### src/logic/swd_defs.svh
// offsets, field positions, reset values and timing counts for the synthesizer watchdog block
`ifndef SWD_DEFS_SVH
`define SWD_DEFS_SVH
`define SWD_OFF_WDCFG 12'h1C8
`define SWD_OFF_PINSTAT 12'h1C4
`define SWD_OFF_INTSTAT 12'h200
`define SWD_OFF_INTMASK 12'h204
`define SWD_OFF_CTRL 12'h208
`define SWD_IDX_WDCFG 8'h72
`define SWD_IDX_PINSTAT 8'h71
`define SWD_DLY_HI 9
`define SWD_DLY_LO 3
`define SWD_RTG_HI 2
`define SWD_RTG_LO 0
`define SWD_DLY_RESET 7'h4D
`define SWD_RTG_RESET 3'h7
`define SWD_RTG_OFF 3'h0
`define SWD_RTG_UNLIM 3'h7
`define SWD_WDCFG_RESET 16'h026F
`define SWD_DLY_SCALE_LOG2 14
`define SWD_CLK_MHZ 50
`define SWD_DEFAULT_TIMEOUT_MS 25
`define SWD_DEFAULT_TIMEOUT_CYC ((`SWD_DEFAULT_TIMEOUT_MS * `SWD_CLK_MHZ * 1000))
`define SWD_NUM_MODE_PINS 8
`endif

### src/logic/swd_pkg.sv
// types shared by the synthesizer watchdog block
package swd_pkg;
   typedef enum logic [1:0] {
      SWD_IDLE = 2'b00,
      SWD_RUN = 2'b01,
      SWD_DONE = 2'b11
   } swd_state_e;
endpackage

### src/logic/swd_sync2.sv
// two-flop synchroniser for a vector of pin inputs
`timescale 1ns/1ps
module swd_sync2 #(
   parameter int WIDTH = 9
) (
   input wire logic clk_sys,
   input wire logic nrst,
   input wire logic [WIDTH-1:0] din,
   output logic [WIDTH-1:0] dout
);
   logic [WIDTH-1:0] stage1;
   always_ff @(posedge clk_sys or negedge nrst) begin
      if (!nrst) begin
         stage1 <= '0;
         dout <= '0;
      end else begin
         stage1 <= din;
         dout <= stage1;
      end
   end
endmodule // swd_sync2

### src/logic/swd_watchdog.sv
// synthesizer watchdog timer with pin status readback behind an APB slave
//
// Local design decision: the APB slave port.
`timescale 1ns/1ps
`include "swd_defs.svh"
module swd_watchdog #(
   parameter int NPINS = `SWD_NUM_MODE_PINS,
   parameter int SCALE_LOG2 = `SWD_DLY_SCALE_LOG2
) (
   input wire logic clk_sys,
   input wire logic nrst,
   input wire logic psel,
   input wire logic penable,
   input wire logic pwrite,
   input wire logic [11:0] paddr,
   input wire logic [31:0] pwdata,
   output logic [31:0] prdata,
   output logic pready,
   output logic pslverr,
   input wire logic recalibration_enable_pin,
   input wire logic [NPINS-1:0] pin_mode,
   output logic watchdog_fire,
   output logic irq
);
   localparam int CW = SCALE_LOG2 + 7;
   initial begin
      if (NPINS != 8 || SCALE_LOG2 < 1 || SCALE_LOG2 > 24) begin
         $error("unsupported parameter values");
      end
   end

   logic [NPINS:0] pinSync;
   swd_sync2 #(.WIDTH(NPINS + 1)) u_sync (
      .clk_sys(clk_sys),
      .nrst(nrst),
      .din({pin_mode, recalibration_enable_pin}),
      .dout(pinSync)
   );

   logic [6:0] watchdog_delay;
   logic [2:0] watchdog_retrigger_control;
   logic [15:0] pin_status_readback;
   logic [1:0] intStat;
   logic [1:0] intMask;
   logic [2:0] fireCount;
   logic [CW-1:0] timer;
   swd_pkg::swd_state_e state;
   swd_pkg::swd_state_e next_state;

   // apb decode; single-cycle access, pready high during every access phase
   wire access = psel && penable;
   wire wrEn = access && pwrite;
   wire rdEn = access && !pwrite;
   wire hitCfg = paddr == `SWD_OFF_WDCFG;
   wire hitPin = paddr == `SWD_OFF_PINSTAT;
   wire hitStat = paddr == `SWD_OFF_INTSTAT;
   wire hitMask = paddr == `SWD_OFF_INTMASK;
   wire hitCtrl = paddr == `SWD_OFF_CTRL;
   wire mapped = hitCfg || hitPin || hitStat || hitMask || hitCtrl;
   wire cfgWr = wrEn && hitCfg;
   wire kick = wrEn && hitCtrl && pwdata[0];
   wire [15:0] cfgWord = {6'h00, watchdog_delay, watchdog_retrigger_control};
   wire [CW-1:0] timeoutCyc = {watchdog_delay, {SCALE_LOG2{1'b0}}};
   wire [CW-1:0] timeoutLast = timeoutCyc - CW'(1);
   wire disabled = watchdog_retrigger_control == `SWD_RTG_OFF;
   wire unlimited = watchdog_retrigger_control == `SWD_RTG_UNLIM;
   wire expire = state == swd_pkg::SWD_RUN && timer >= timeoutLast;
   wire exhausted = !unlimited && (fireCount + 3'h1 >= watchdog_retrigger_control);
   wire [1:0] events = {expire && exhausted, expire};
   wire [31:0] rdMux = hitCfg ? {16'h0000, cfgWord} :
                       hitPin ? {16'h0000, pin_status_readback} :
                       hitStat ? {30'h00000000, intStat} :
                       hitMask ? {30'h00000000, intMask} :
                       32'h00000000;

   // status word: upper seven bits reserved read zero
   always_ff @(posedge clk_sys or negedge nrst) begin
      if (!nrst) begin
         pin_status_readback <= 16'h0000;
      end else begin
         pin_status_readback <= {7'h00, pinSync};
      end
   end

   always_ff @(posedge clk_sys or negedge nrst) begin
      if (!nrst) begin
         watchdog_delay <= `SWD_DLY_RESET;
         watchdog_retrigger_control <= `SWD_RTG_RESET;
      end else if (cfgWr) begin
         watchdog_delay <= pwdata[`SWD_DLY_HI:`SWD_DLY_LO];
         watchdog_retrigger_control <= pwdata[`SWD_RTG_HI:`SWD_RTG_LO];
      end
   end

   // state machine: idle until enabled, run counts, done after count exhausted
   always_comb begin
      next_state = state;
      unique case (state)
         swd_pkg::SWD_IDLE: if (!disabled) next_state = swd_pkg::SWD_RUN;
         swd_pkg::SWD_RUN: begin
            if (disabled) next_state = swd_pkg::SWD_IDLE;
            else if (expire && exhausted) next_state = swd_pkg::SWD_DONE;
         end
         swd_pkg::SWD_DONE: begin
            if (disabled || cfgWr || kick) next_state = swd_pkg::SWD_IDLE;
         end
         default: next_state = swd_pkg::SWD_IDLE;
      endcase
   end

   always_ff @(posedge clk_sys or negedge nrst) begin
      if (!nrst) begin
         state <= swd_pkg::SWD_IDLE;
      end else begin
         state <= next_state;
      end
   end

   // timer restarts on config write, kick or expiry
   always_ff @(posedge clk_sys or negedge nrst) begin
      if (!nrst) begin
         timer <= '0;
      end else if (state != swd_pkg::SWD_RUN || cfgWr || kick || expire) begin
         timer <= '0;
      end else begin
         timer <= timer + CW'(1);
      end
   end

   always_ff @(posedge clk_sys or negedge nrst) begin
      if (!nrst) begin
         fireCount <= 3'h0;
      end else if (state == swd_pkg::SWD_IDLE || cfgWr || kick) begin
         fireCount <= 3'h0;
      end else if (expire && !unlimited) begin
         fireCount <= fireCount + 3'h1;
      end
   end

   always_ff @(posedge clk_sys or negedge nrst) begin
      if (!nrst) begin
         watchdog_fire <= 1'b0;
      end else begin
         watchdog_fire <= expire;
      end
   end

   // sticky status: a read clears only the bits it reported, so an event
   // landing between the setup and access edges is not lost; set wins
   wire statRead = rdEn && hitStat;
   wire [1:0] clrBits = statRead ? prdata[1:0] : 2'h0;
   wire [1:0] next_intStat = (intStat & ~clrBits) | events;
   // irq follows the mask value that takes effect at the same edge
   wire [1:0] next_intMask = (wrEn && hitMask) ? pwdata[1:0] : intMask;
   always_ff @(posedge clk_sys or negedge nrst) begin
      if (!nrst) begin
         intStat <= 2'h0;
         intMask <= 2'h0;
         irq <= 1'b0;
      end else begin
         intStat <= next_intStat;
         intMask <= next_intMask;
         irq <= |(next_intStat & next_intMask);
      end
   end

   always_ff @(posedge clk_sys or negedge nrst) begin
      if (!nrst) begin
         prdata <= 32'h00000000;
         pready <= 1'b0;
         pslverr <= 1'b0;
      end else begin
         pready <= psel && !penable;
         pslverr <= psel && !penable && !(paddr == `SWD_OFF_WDCFG || paddr == `SWD_OFF_PINSTAT ||
                    paddr == `SWD_OFF_INTSTAT || paddr == `SWD_OFF_INTMASK || paddr == `SWD_OFF_CTRL);
         prdata <= (psel && !penable && !pwrite) ? rdMux : 32'h00000000;
      end
   end

   a_disable_idle: assert property (@(posedge clk_sys) disable iff (!nrst)
      disabled |=> state == swd_pkg::SWD_IDLE || $past(state) != swd_pkg::SWD_RUN)
      else $error("watchdog kept running while disabled");
   a_fire_follows: assert property (@(posedge clk_sys) disable iff (!nrst)
      expire |=> watchdog_fire)
      else $error("expiry did not pulse fire");
   a_limit_stops: assert property (@(posedge clk_sys) disable iff (!nrst)
      expire && exhausted |=> state == swd_pkg::SWD_DONE || $past(cfgWr || kick || disabled))
      else $error("watchdog did not stop after last fire");
   a_unlim_run: assert property (@(posedge clk_sys) disable iff (!nrst)
      expire && unlimited && !cfgWr |=> state == swd_pkg::SWD_RUN)
      else $error("unlimited watchdog stopped");
   a_timeout_len: assert property (@(posedge clk_sys) disable iff (!nrst)
      expire |-> timer == timeoutLast)
      else $error("timeout length wrong");
   a_cfg_reserved: assert property (@(posedge clk_sys) disable iff (!nrst)
      cfgWord[15:10] == 6'h00 && pin_status_readback[15:9] == 7'h00)
      else $error("reserved bits not zero");
   a_pin_track: assert property (@(posedge clk_sys) disable iff (!nrst)
      ##1 pin_status_readback[8:0] == $past(pinSync))
      else $error("pin status not tracking");
   // only meaningful at the real scale; within two percent of the nominal period
   a_default_time: assert property (@(posedge clk_sys) disable iff (!nrst)
      watchdog_delay == `SWD_DLY_RESET && SCALE_LOG2 == `SWD_DLY_SCALE_LOG2 |->
      64'(timeoutCyc) * 64'd100 <= 64'(`SWD_DEFAULT_TIMEOUT_CYC) * 64'd102 &&
      64'(timeoutCyc) * 64'd100 >= 64'(`SWD_DEFAULT_TIMEOUT_CYC) * 64'd98)
      else $error("default timeout away from nominal");
   a_irq_level: assert property (@(posedge clk_sys) disable iff (!nrst)
      ##1 irq == |(intStat & intMask))
      else $error("irq mismatch");

   // bus answer timing
   a_pready_access: assert property (@(posedge clk_sys) disable iff (!nrst)
      psel && !penable |=> pready)
      else $error("pready missing in access phase");
   a_pready_only: assert property (@(posedge clk_sys) disable iff (!nrst)
      !(psel && !penable) |=> !pready)
      else $error("pready outside access phase");
   a_slverr_unmapped: assert property (@(posedge clk_sys) disable iff (!nrst)
      psel && !penable && !mapped |=> pslverr)
      else $error("no error for unmapped address");
   a_slverr_mapped: assert property (@(posedge clk_sys) disable iff (!nrst)
      psel && !penable && mapped |=> !pslverr)
      else $error("error for mapped address");
   a_rdata_idle: assert property (@(posedge clk_sys) disable iff (!nrst)
      !(psel && !penable && !pwrite) |=> prdata == 32'h00000000)
      else $error("read data not zero outside reads");

   // configuration register
   a_cfg_write: assert property (@(posedge clk_sys) disable iff (!nrst)
      cfgWr |=> watchdog_delay == $past(pwdata[`SWD_DLY_HI:`SWD_DLY_LO]))
      else $error("delay field not written");
   a_rtg_write: assert property (@(posedge clk_sys) disable iff (!nrst)
      cfgWr |=> watchdog_retrigger_control == $past(pwdata[`SWD_RTG_HI:`SWD_RTG_LO]))
      else $error("retrigger field not written");
   a_cfg_hold: assert property (@(posedge clk_sys) disable iff (!nrst)
      !cfgWr |=> $stable(watchdog_delay) && $stable(watchdog_retrigger_control))
      else $error("configuration changed without write");

   // timer and fire behaviour
   a_fire_single: assert property (@(posedge clk_sys) disable iff (!nrst)
      watchdog_fire |=> !watchdog_fire)
      else $error("fire wider than one cycle");
   a_fire_running: assert property (@(posedge clk_sys) disable iff (!nrst)
      watchdog_fire |-> $past(state) == swd_pkg::SWD_RUN)
      else $error("fire while not running");
   a_count_bound: assert property (@(posedge clk_sys) disable iff (!nrst)
      state == swd_pkg::SWD_RUN && !unlimited && !disabled |-> fireCount < watchdog_retrigger_control)
      else $error("fire count beyond limit");
   a_idle_timer: assert property (@(posedge clk_sys) disable iff (!nrst)
      state != swd_pkg::SWD_RUN |=> timer == '0)
      else $error("timer moved while not running");
   a_kick_restart: assert property (@(posedge clk_sys) disable iff (!nrst)
      kick && state == swd_pkg::SWD_RUN |=> timer == '0)
      else $error("kick did not restart timer");

   // sticky status flags
   a_stat_set: assert property (@(posedge clk_sys) disable iff (!nrst)
      expire |=> intStat[0])
      else $error("expiry did not set status");
   a_stat_sticky: assert property (@(posedge clk_sys) disable iff (!nrst)
      intStat[0] && !statRead |=> intStat[0])
      else $error("status bit lost without read");
   a_stat_done: assert property (@(posedge clk_sys) disable iff (!nrst)
      expire && exhausted |=> intStat[1])
      else $error("exhaustion did not set status");
   c_fire: cover property (@(posedge clk_sys) disable iff (!nrst) watchdog_fire);
   c_done: cover property (@(posedge clk_sys) disable iff (!nrst) state == swd_pkg::SWD_DONE);
   c_stat_read: cover property (@(posedge clk_sys) disable iff (!nrst) statRead && intStat != 2'h0);
   c_unlim_refire: cover property (@(posedge clk_sys) disable iff (!nrst) watchdog_fire && unlimited);
   c_kick_done: cover property (@(posedge clk_sys) disable iff (!nrst) kick && state == swd_pkg::SWD_DONE);
endmodule // swd_watchdog

### config.mk
export PLATFORM = sky130hd
export DESIGN_NAME = swd_watchdog
export DESIGN_NICKNAME = d
export VERILOG_FILES = /design/src/logic/swd_pkg.sv /design/src/logic/swd_sync2.sv /design/src/logic/swd_watchdog.sv
export VERILOG_INCLUDE_DIRS = /design/src /design/src/logic
export SDC_FILE = /design/constraint.sdc
export NUM_CORES = 1
export LEC_CHECK = 0
export CAP_MARGIN = 30
export CORE_AREA = 4 4 82 84
export DETAILED_ROUTE_END_ITERATION = 16
export DIE_AREA = 0 0 86 88
export DONT_BUFFER_PORTS = 1
export PLACE_DENSITY = 0.76
export SLEW_MARGIN = 25
export SYNTH_ARGS = -nofsm -noshare
export SYNTH_HDL_FRONTEND = slang
export SYNTH_SLANG_ARGS = --single-unit
### constraint.sdc
create_clock -name clk_sys -period 3.51 [get_ports clk_sys]
set_clock_uncertainty 0.05 [all_clocks]
set_input_delay 0.1755 -clock clk_sys [delete_from_list [all_inputs] [get_ports clk_sys]]
set_output_delay 0.1755 -clock clk_sys [all_outputs]
set_load 0.02 [all_outputs]
==> summary.md <==
The flow ran to the end, and the final reports show no timing, DRC or antenna violations. The fraction of the cycle the final worst path needs works out to 77.4%. The required time of the critical path was 3.73 ns. The path class of the tightest hold or removal check is input port to register. After clock tree synthesis, the setup repair step added 0 buffers.

Subtracting the final worst setup slack from the clock period gives 2.72 ns. Measured against its own limit, the worst slew margin works out to 54.7%. Initial antenna violation count: 0. TritonCTS built the clock tree. The number of synthesized register bits was 81; the total CTS buffers was 9.

The maximum number of pins on one net before global-route repair is 82. Prior to clock tree synthesis, the placed netlist has a worst setup slack of 0.795 ns. The logs give 4 for the count of TritonRoute iterations in the first routing pass and 1.71 mW for the total power. The die covers 0.00757 mm2.

The first global-routing pass estimated 12,000 um of wire. Pin placement for this block handled 94 I/O pins. Max-cap check violation count: 0.

Kind of start point of the critical path: a register. The total inserted antenna cells was 0. At the worst endpoint, the arrival time is 2.94 ns. Critical hold path startpoint: paddr[3].

The measured slew at the worst slew-check pin was 0.677 ns; the clock input transition at the sequential cells of the worst setup and hold paths was 0.08 ns. The residual antenna-violating net count after detailed routing is 0. The power density over cell area was 410 mW/mm2.

The worst setup path is of the register to register kind. Counting along the longest clock path gives a buffer depth of 2. The logs give 0.34 ns for the clock insertion delay at the later pin of the skew report and 20.7% for the combined global-route utilization of all metal layers. VDD sags by at most 0.317 mV. The finished layout holds 436 standard cells, fillers aside.

The total standard cell area after synthesis is 0.00372 mm2, and the placer congestion estimate is 0.814. Setup repair after global routing left no endpoint under its margin. Derived from the worst setup path, the maximum achievable clock frequency is 368 MHz. The share of cells above drive strength 1 was 11.9%.

The chip width came out at 86 um. Total number of placement rows: 28. CTS placed an instance of clkbuf_8 at the clock tree root.

Dividing the detail-routed wire length by the instance count gives 16.4 um. The worst register-to-register path has a depth of 11. The number of design rule violations left after detail routing came out at 0.

The commonest non-fill, non-tap cell in the layout was dfrtp_1. For the setup slack of the most critical reg-to-reg path, the log shows 0.79 ns. The synthesized area divided by synthesized cell count works out to 11.4 um2. The final number of hold-violating endpoints is 0. Via count of the first global-routing pass: 2,515. The core region is 0.00592 mm2. Counting every sink on the clock net gives 81. Global routing finished with a remaining overflow of 0. The synthesized instance count was 327; the sum of routed wire length over all layers was 7150 um. In the layout the commonest cells are 74 x dfrtp_1, 43 x nor2_1, 22 x conb_1, 22 x dlygate4sd3_1. Across all hold checks on the routed design, the worst slack comes to 0.0223 ns.

The number of warnings printed during yosys synthesis was 0; the area added between synthesis and finish was 11.7%. The count of input and output buffers was 0. The maximum level of the CTS H-tree came out at 3.

Sort of element at the end of the critical path: a register. The worst hold path terminates at prdata[9]$_DFF_PN0_. In this run, placement finished with an instance count of 397. The number of pins with negative max-slew slack in the final report was 0. In the post-route analysis, the smallest setup slack over all paths is 0.793 ns. The analysis attributes to cell leakage a power of 1.82 nW. The average via count per standard cell is 5.70. In this run the critical register-to-register path is launched from watchdog_delay[0]$_DFFE_PN1P_.

In the final design database the tool counted 427 nets. Of all nets on the critical path, the largest fanout is 21. The half-perimeter wire length of the detailed placement result came out at 4780 um. In this run the critical register-to-register path is captured at timer[2]$_DFF_PN0_. For the number of violations reported at the end of detailed-routing iteration 0, the log shows 159. The run gives 0 ns as the final sum of negative setup slack. Sequential cells were found to cover 54.7% of the synthesized design area. The worst hold path was traced through 2 stages. The layout has 418 filler cells. The routed layout has 2,484 vias.

Setup violations remaining at the end of the flow were counted as 0. Effective utilization at floorplan: 62.9%. From bottom edge to top edge, the die measures 88 um. The run gives 45 as the number of unique standard cell types used by synthesis.
==> critical path, stage by stage, from the launching register on <==
cell,delay (ns)
dfstp_2,0.59
inv_1,0.07
ha_1,0.24
nand3b_1,0.11
xnor2_1,0.14
ha_1,0.31
nand4_1,0.13
a21oi_1,0.08
a2111oi_4,0.43
nand4_1,0.13
buf_4,0.24
nor2_1,0.13
==> where the power goes <==
part	total [mW]	switching (mW)	leakage, nW	internal, mW
Sequential	0.958	0.00851	1.04	0.950
Clock	0.673	0.327	0.0953	0.346
Combinational	0.0742	0.0491	0.693	0.0252
==> metrics by stage <==
stage	area (um2)	util, %
after detailed placement	3710	62.7
after global placement	3710	62.7
after floorplan	3800	-
final	4160	70.2
after CTS	4160	70.2
after global routing	4160	70.2
==> what timing repair did <==
item | CTS | global route
endpoints found under the hold margin | 104 | 0
resized for setup | 0 | 0
hold buffers | 23 | 0
==> cell usage after synthesis, drive strengths merged <==
| master | instances | area (um2) |
|---|---|---|
| dfstp | 7 | 184 |
| a21o | 1 | 7.51 |
| xnor2 | 15 | 131 |
| mux2 | 10 | 113 |
| nand4 | 8 | 50.1 |
| a221oi | 2 | 17.5 |
| and4 | 2 | 17.5 |
| a32o | 1 | 10.0 |
| conb | 1 | 3.75 |
| nor4b | 4 | 53.8 |
| o41ai | 1 | 16.3 |
| xor2 | 10 | 87.6 |
| nand3b | 2 | 27.5 |
| inv | 11 | 41.3 |
| nor2 | 43 | 161 |
| a21boi | 2 | 18.8 |
| ha | 13 | 163 |
| o21ai | 2 | 10.0 |
| nor3 | 8 | 40.0 |
| nor4 | 6 | 52.6 |
| o22ai | 1 | 6.26 |
| nand2b | 5 | 31.3 |
| nor2b | 2 | 12.5 |
| clkbuf | 2 | 7.51 |
| buf | 26 | 190 |
| nand3 | 17 | 85.1 |
| o32a | 1 | 10.0 |
| or3 | 1 | 6.26 |
| nand4b | 3 | 26.3 |
| nand2 | 17 | 63.8 |
| or2 | 1 | 6.26 |
| o31ai | 2 | 15.0 |
| mux2i | 5 | 50.1 |
| and2 | 1 | 6.26 |
| a2111oi | 2 | 36.3 |
| a21oi | 8 | 40.0 |
| a22oi | 9 | 67.6 |
| and3 | 1 | 6.26 |
| dfrtp | 74 | 1850 |
==> layout make-up <==
cell class | instances | area, um2 | area share [%]
timing repair buffer | 25 | 263 | 6.32
multi-input combinational | 228 | 1530 | 36.8
clock buffer | 11 | 141 | 3.40
sequential | 81 | 2040 | 48.9
tap | 75 | 93.8 | 2.26
inverter | 11 | 41.3 | 0.993
clock inverter | 5 | 55.1 | 1.32
==> flip-flops by register name (all words and copies together) (netlist names), 2 cells and up <==
name and flops:
u_sync.dout 9, state 2, intMask 2, prdata 10, fireCount 3, u_sync.stage1 9
timer 21, pin_status_readback 9, watchdog_delay 7, watchdog_retrigger_control 3, intStat 2
==> metal layers <==
metal  GRT usage [%]  routed length, um  vias up
li1                -                  -     1151
met1            27.8               3100     1219
met2            32.9               3410      108
met3            4.99                571        6
met4            7.48                 65        0
met5               0                  0        -
==> how the worst max path moves through the flow <==
| stage | from | end | slack [ns] | depth (start not counted) |
|---|---|---|---|---|
| after global routing | watchdog_delay[0]$_DFFE_PN1P_ | timer[2]$_DFF_PN0_ | 0.57 | 11 |
| after global placement | watchdog_delay[0]$_DFFE_PN1P_ | timer[4]$_DFF_PN0_ | 0.82 | 11 |
| after detailed placement | watchdog_delay[0]$_DFFE_PN1P_ | fireCount[1]$_DFFE_PN0P_ | 0.80 | 10 |
| after floorplan | watchdog_delay[0]$_DFFE_PN1P_ | timer[6]$_DFF_PN0_ | 1.07 | 11 |
| after CTS | watchdog_delay[0]$_DFFE_PN1P_ | timer[2]$_DFF_PN0_ | 0.77 | 11 |
| final | watchdog_delay[0]$_DFFE_PN1P_ | timer[2]$_DFF_PN0_ | 0.79 | 11 |
==> logic make-up after synthesis <==
family / after synthesis / share of synthesized area (%)
buf+inv: 39 / 6.42
fa+ha+maj: 13 / 4.37
xor+xnor: 25 / 5.88
mux: 15 / 4.37
compound gates: 32 / 6.85
other cells: 1 / 0.101
flops: 81 / 54.7
simple gates: 121 / 17.4
(Power assumes the default switching activity.)
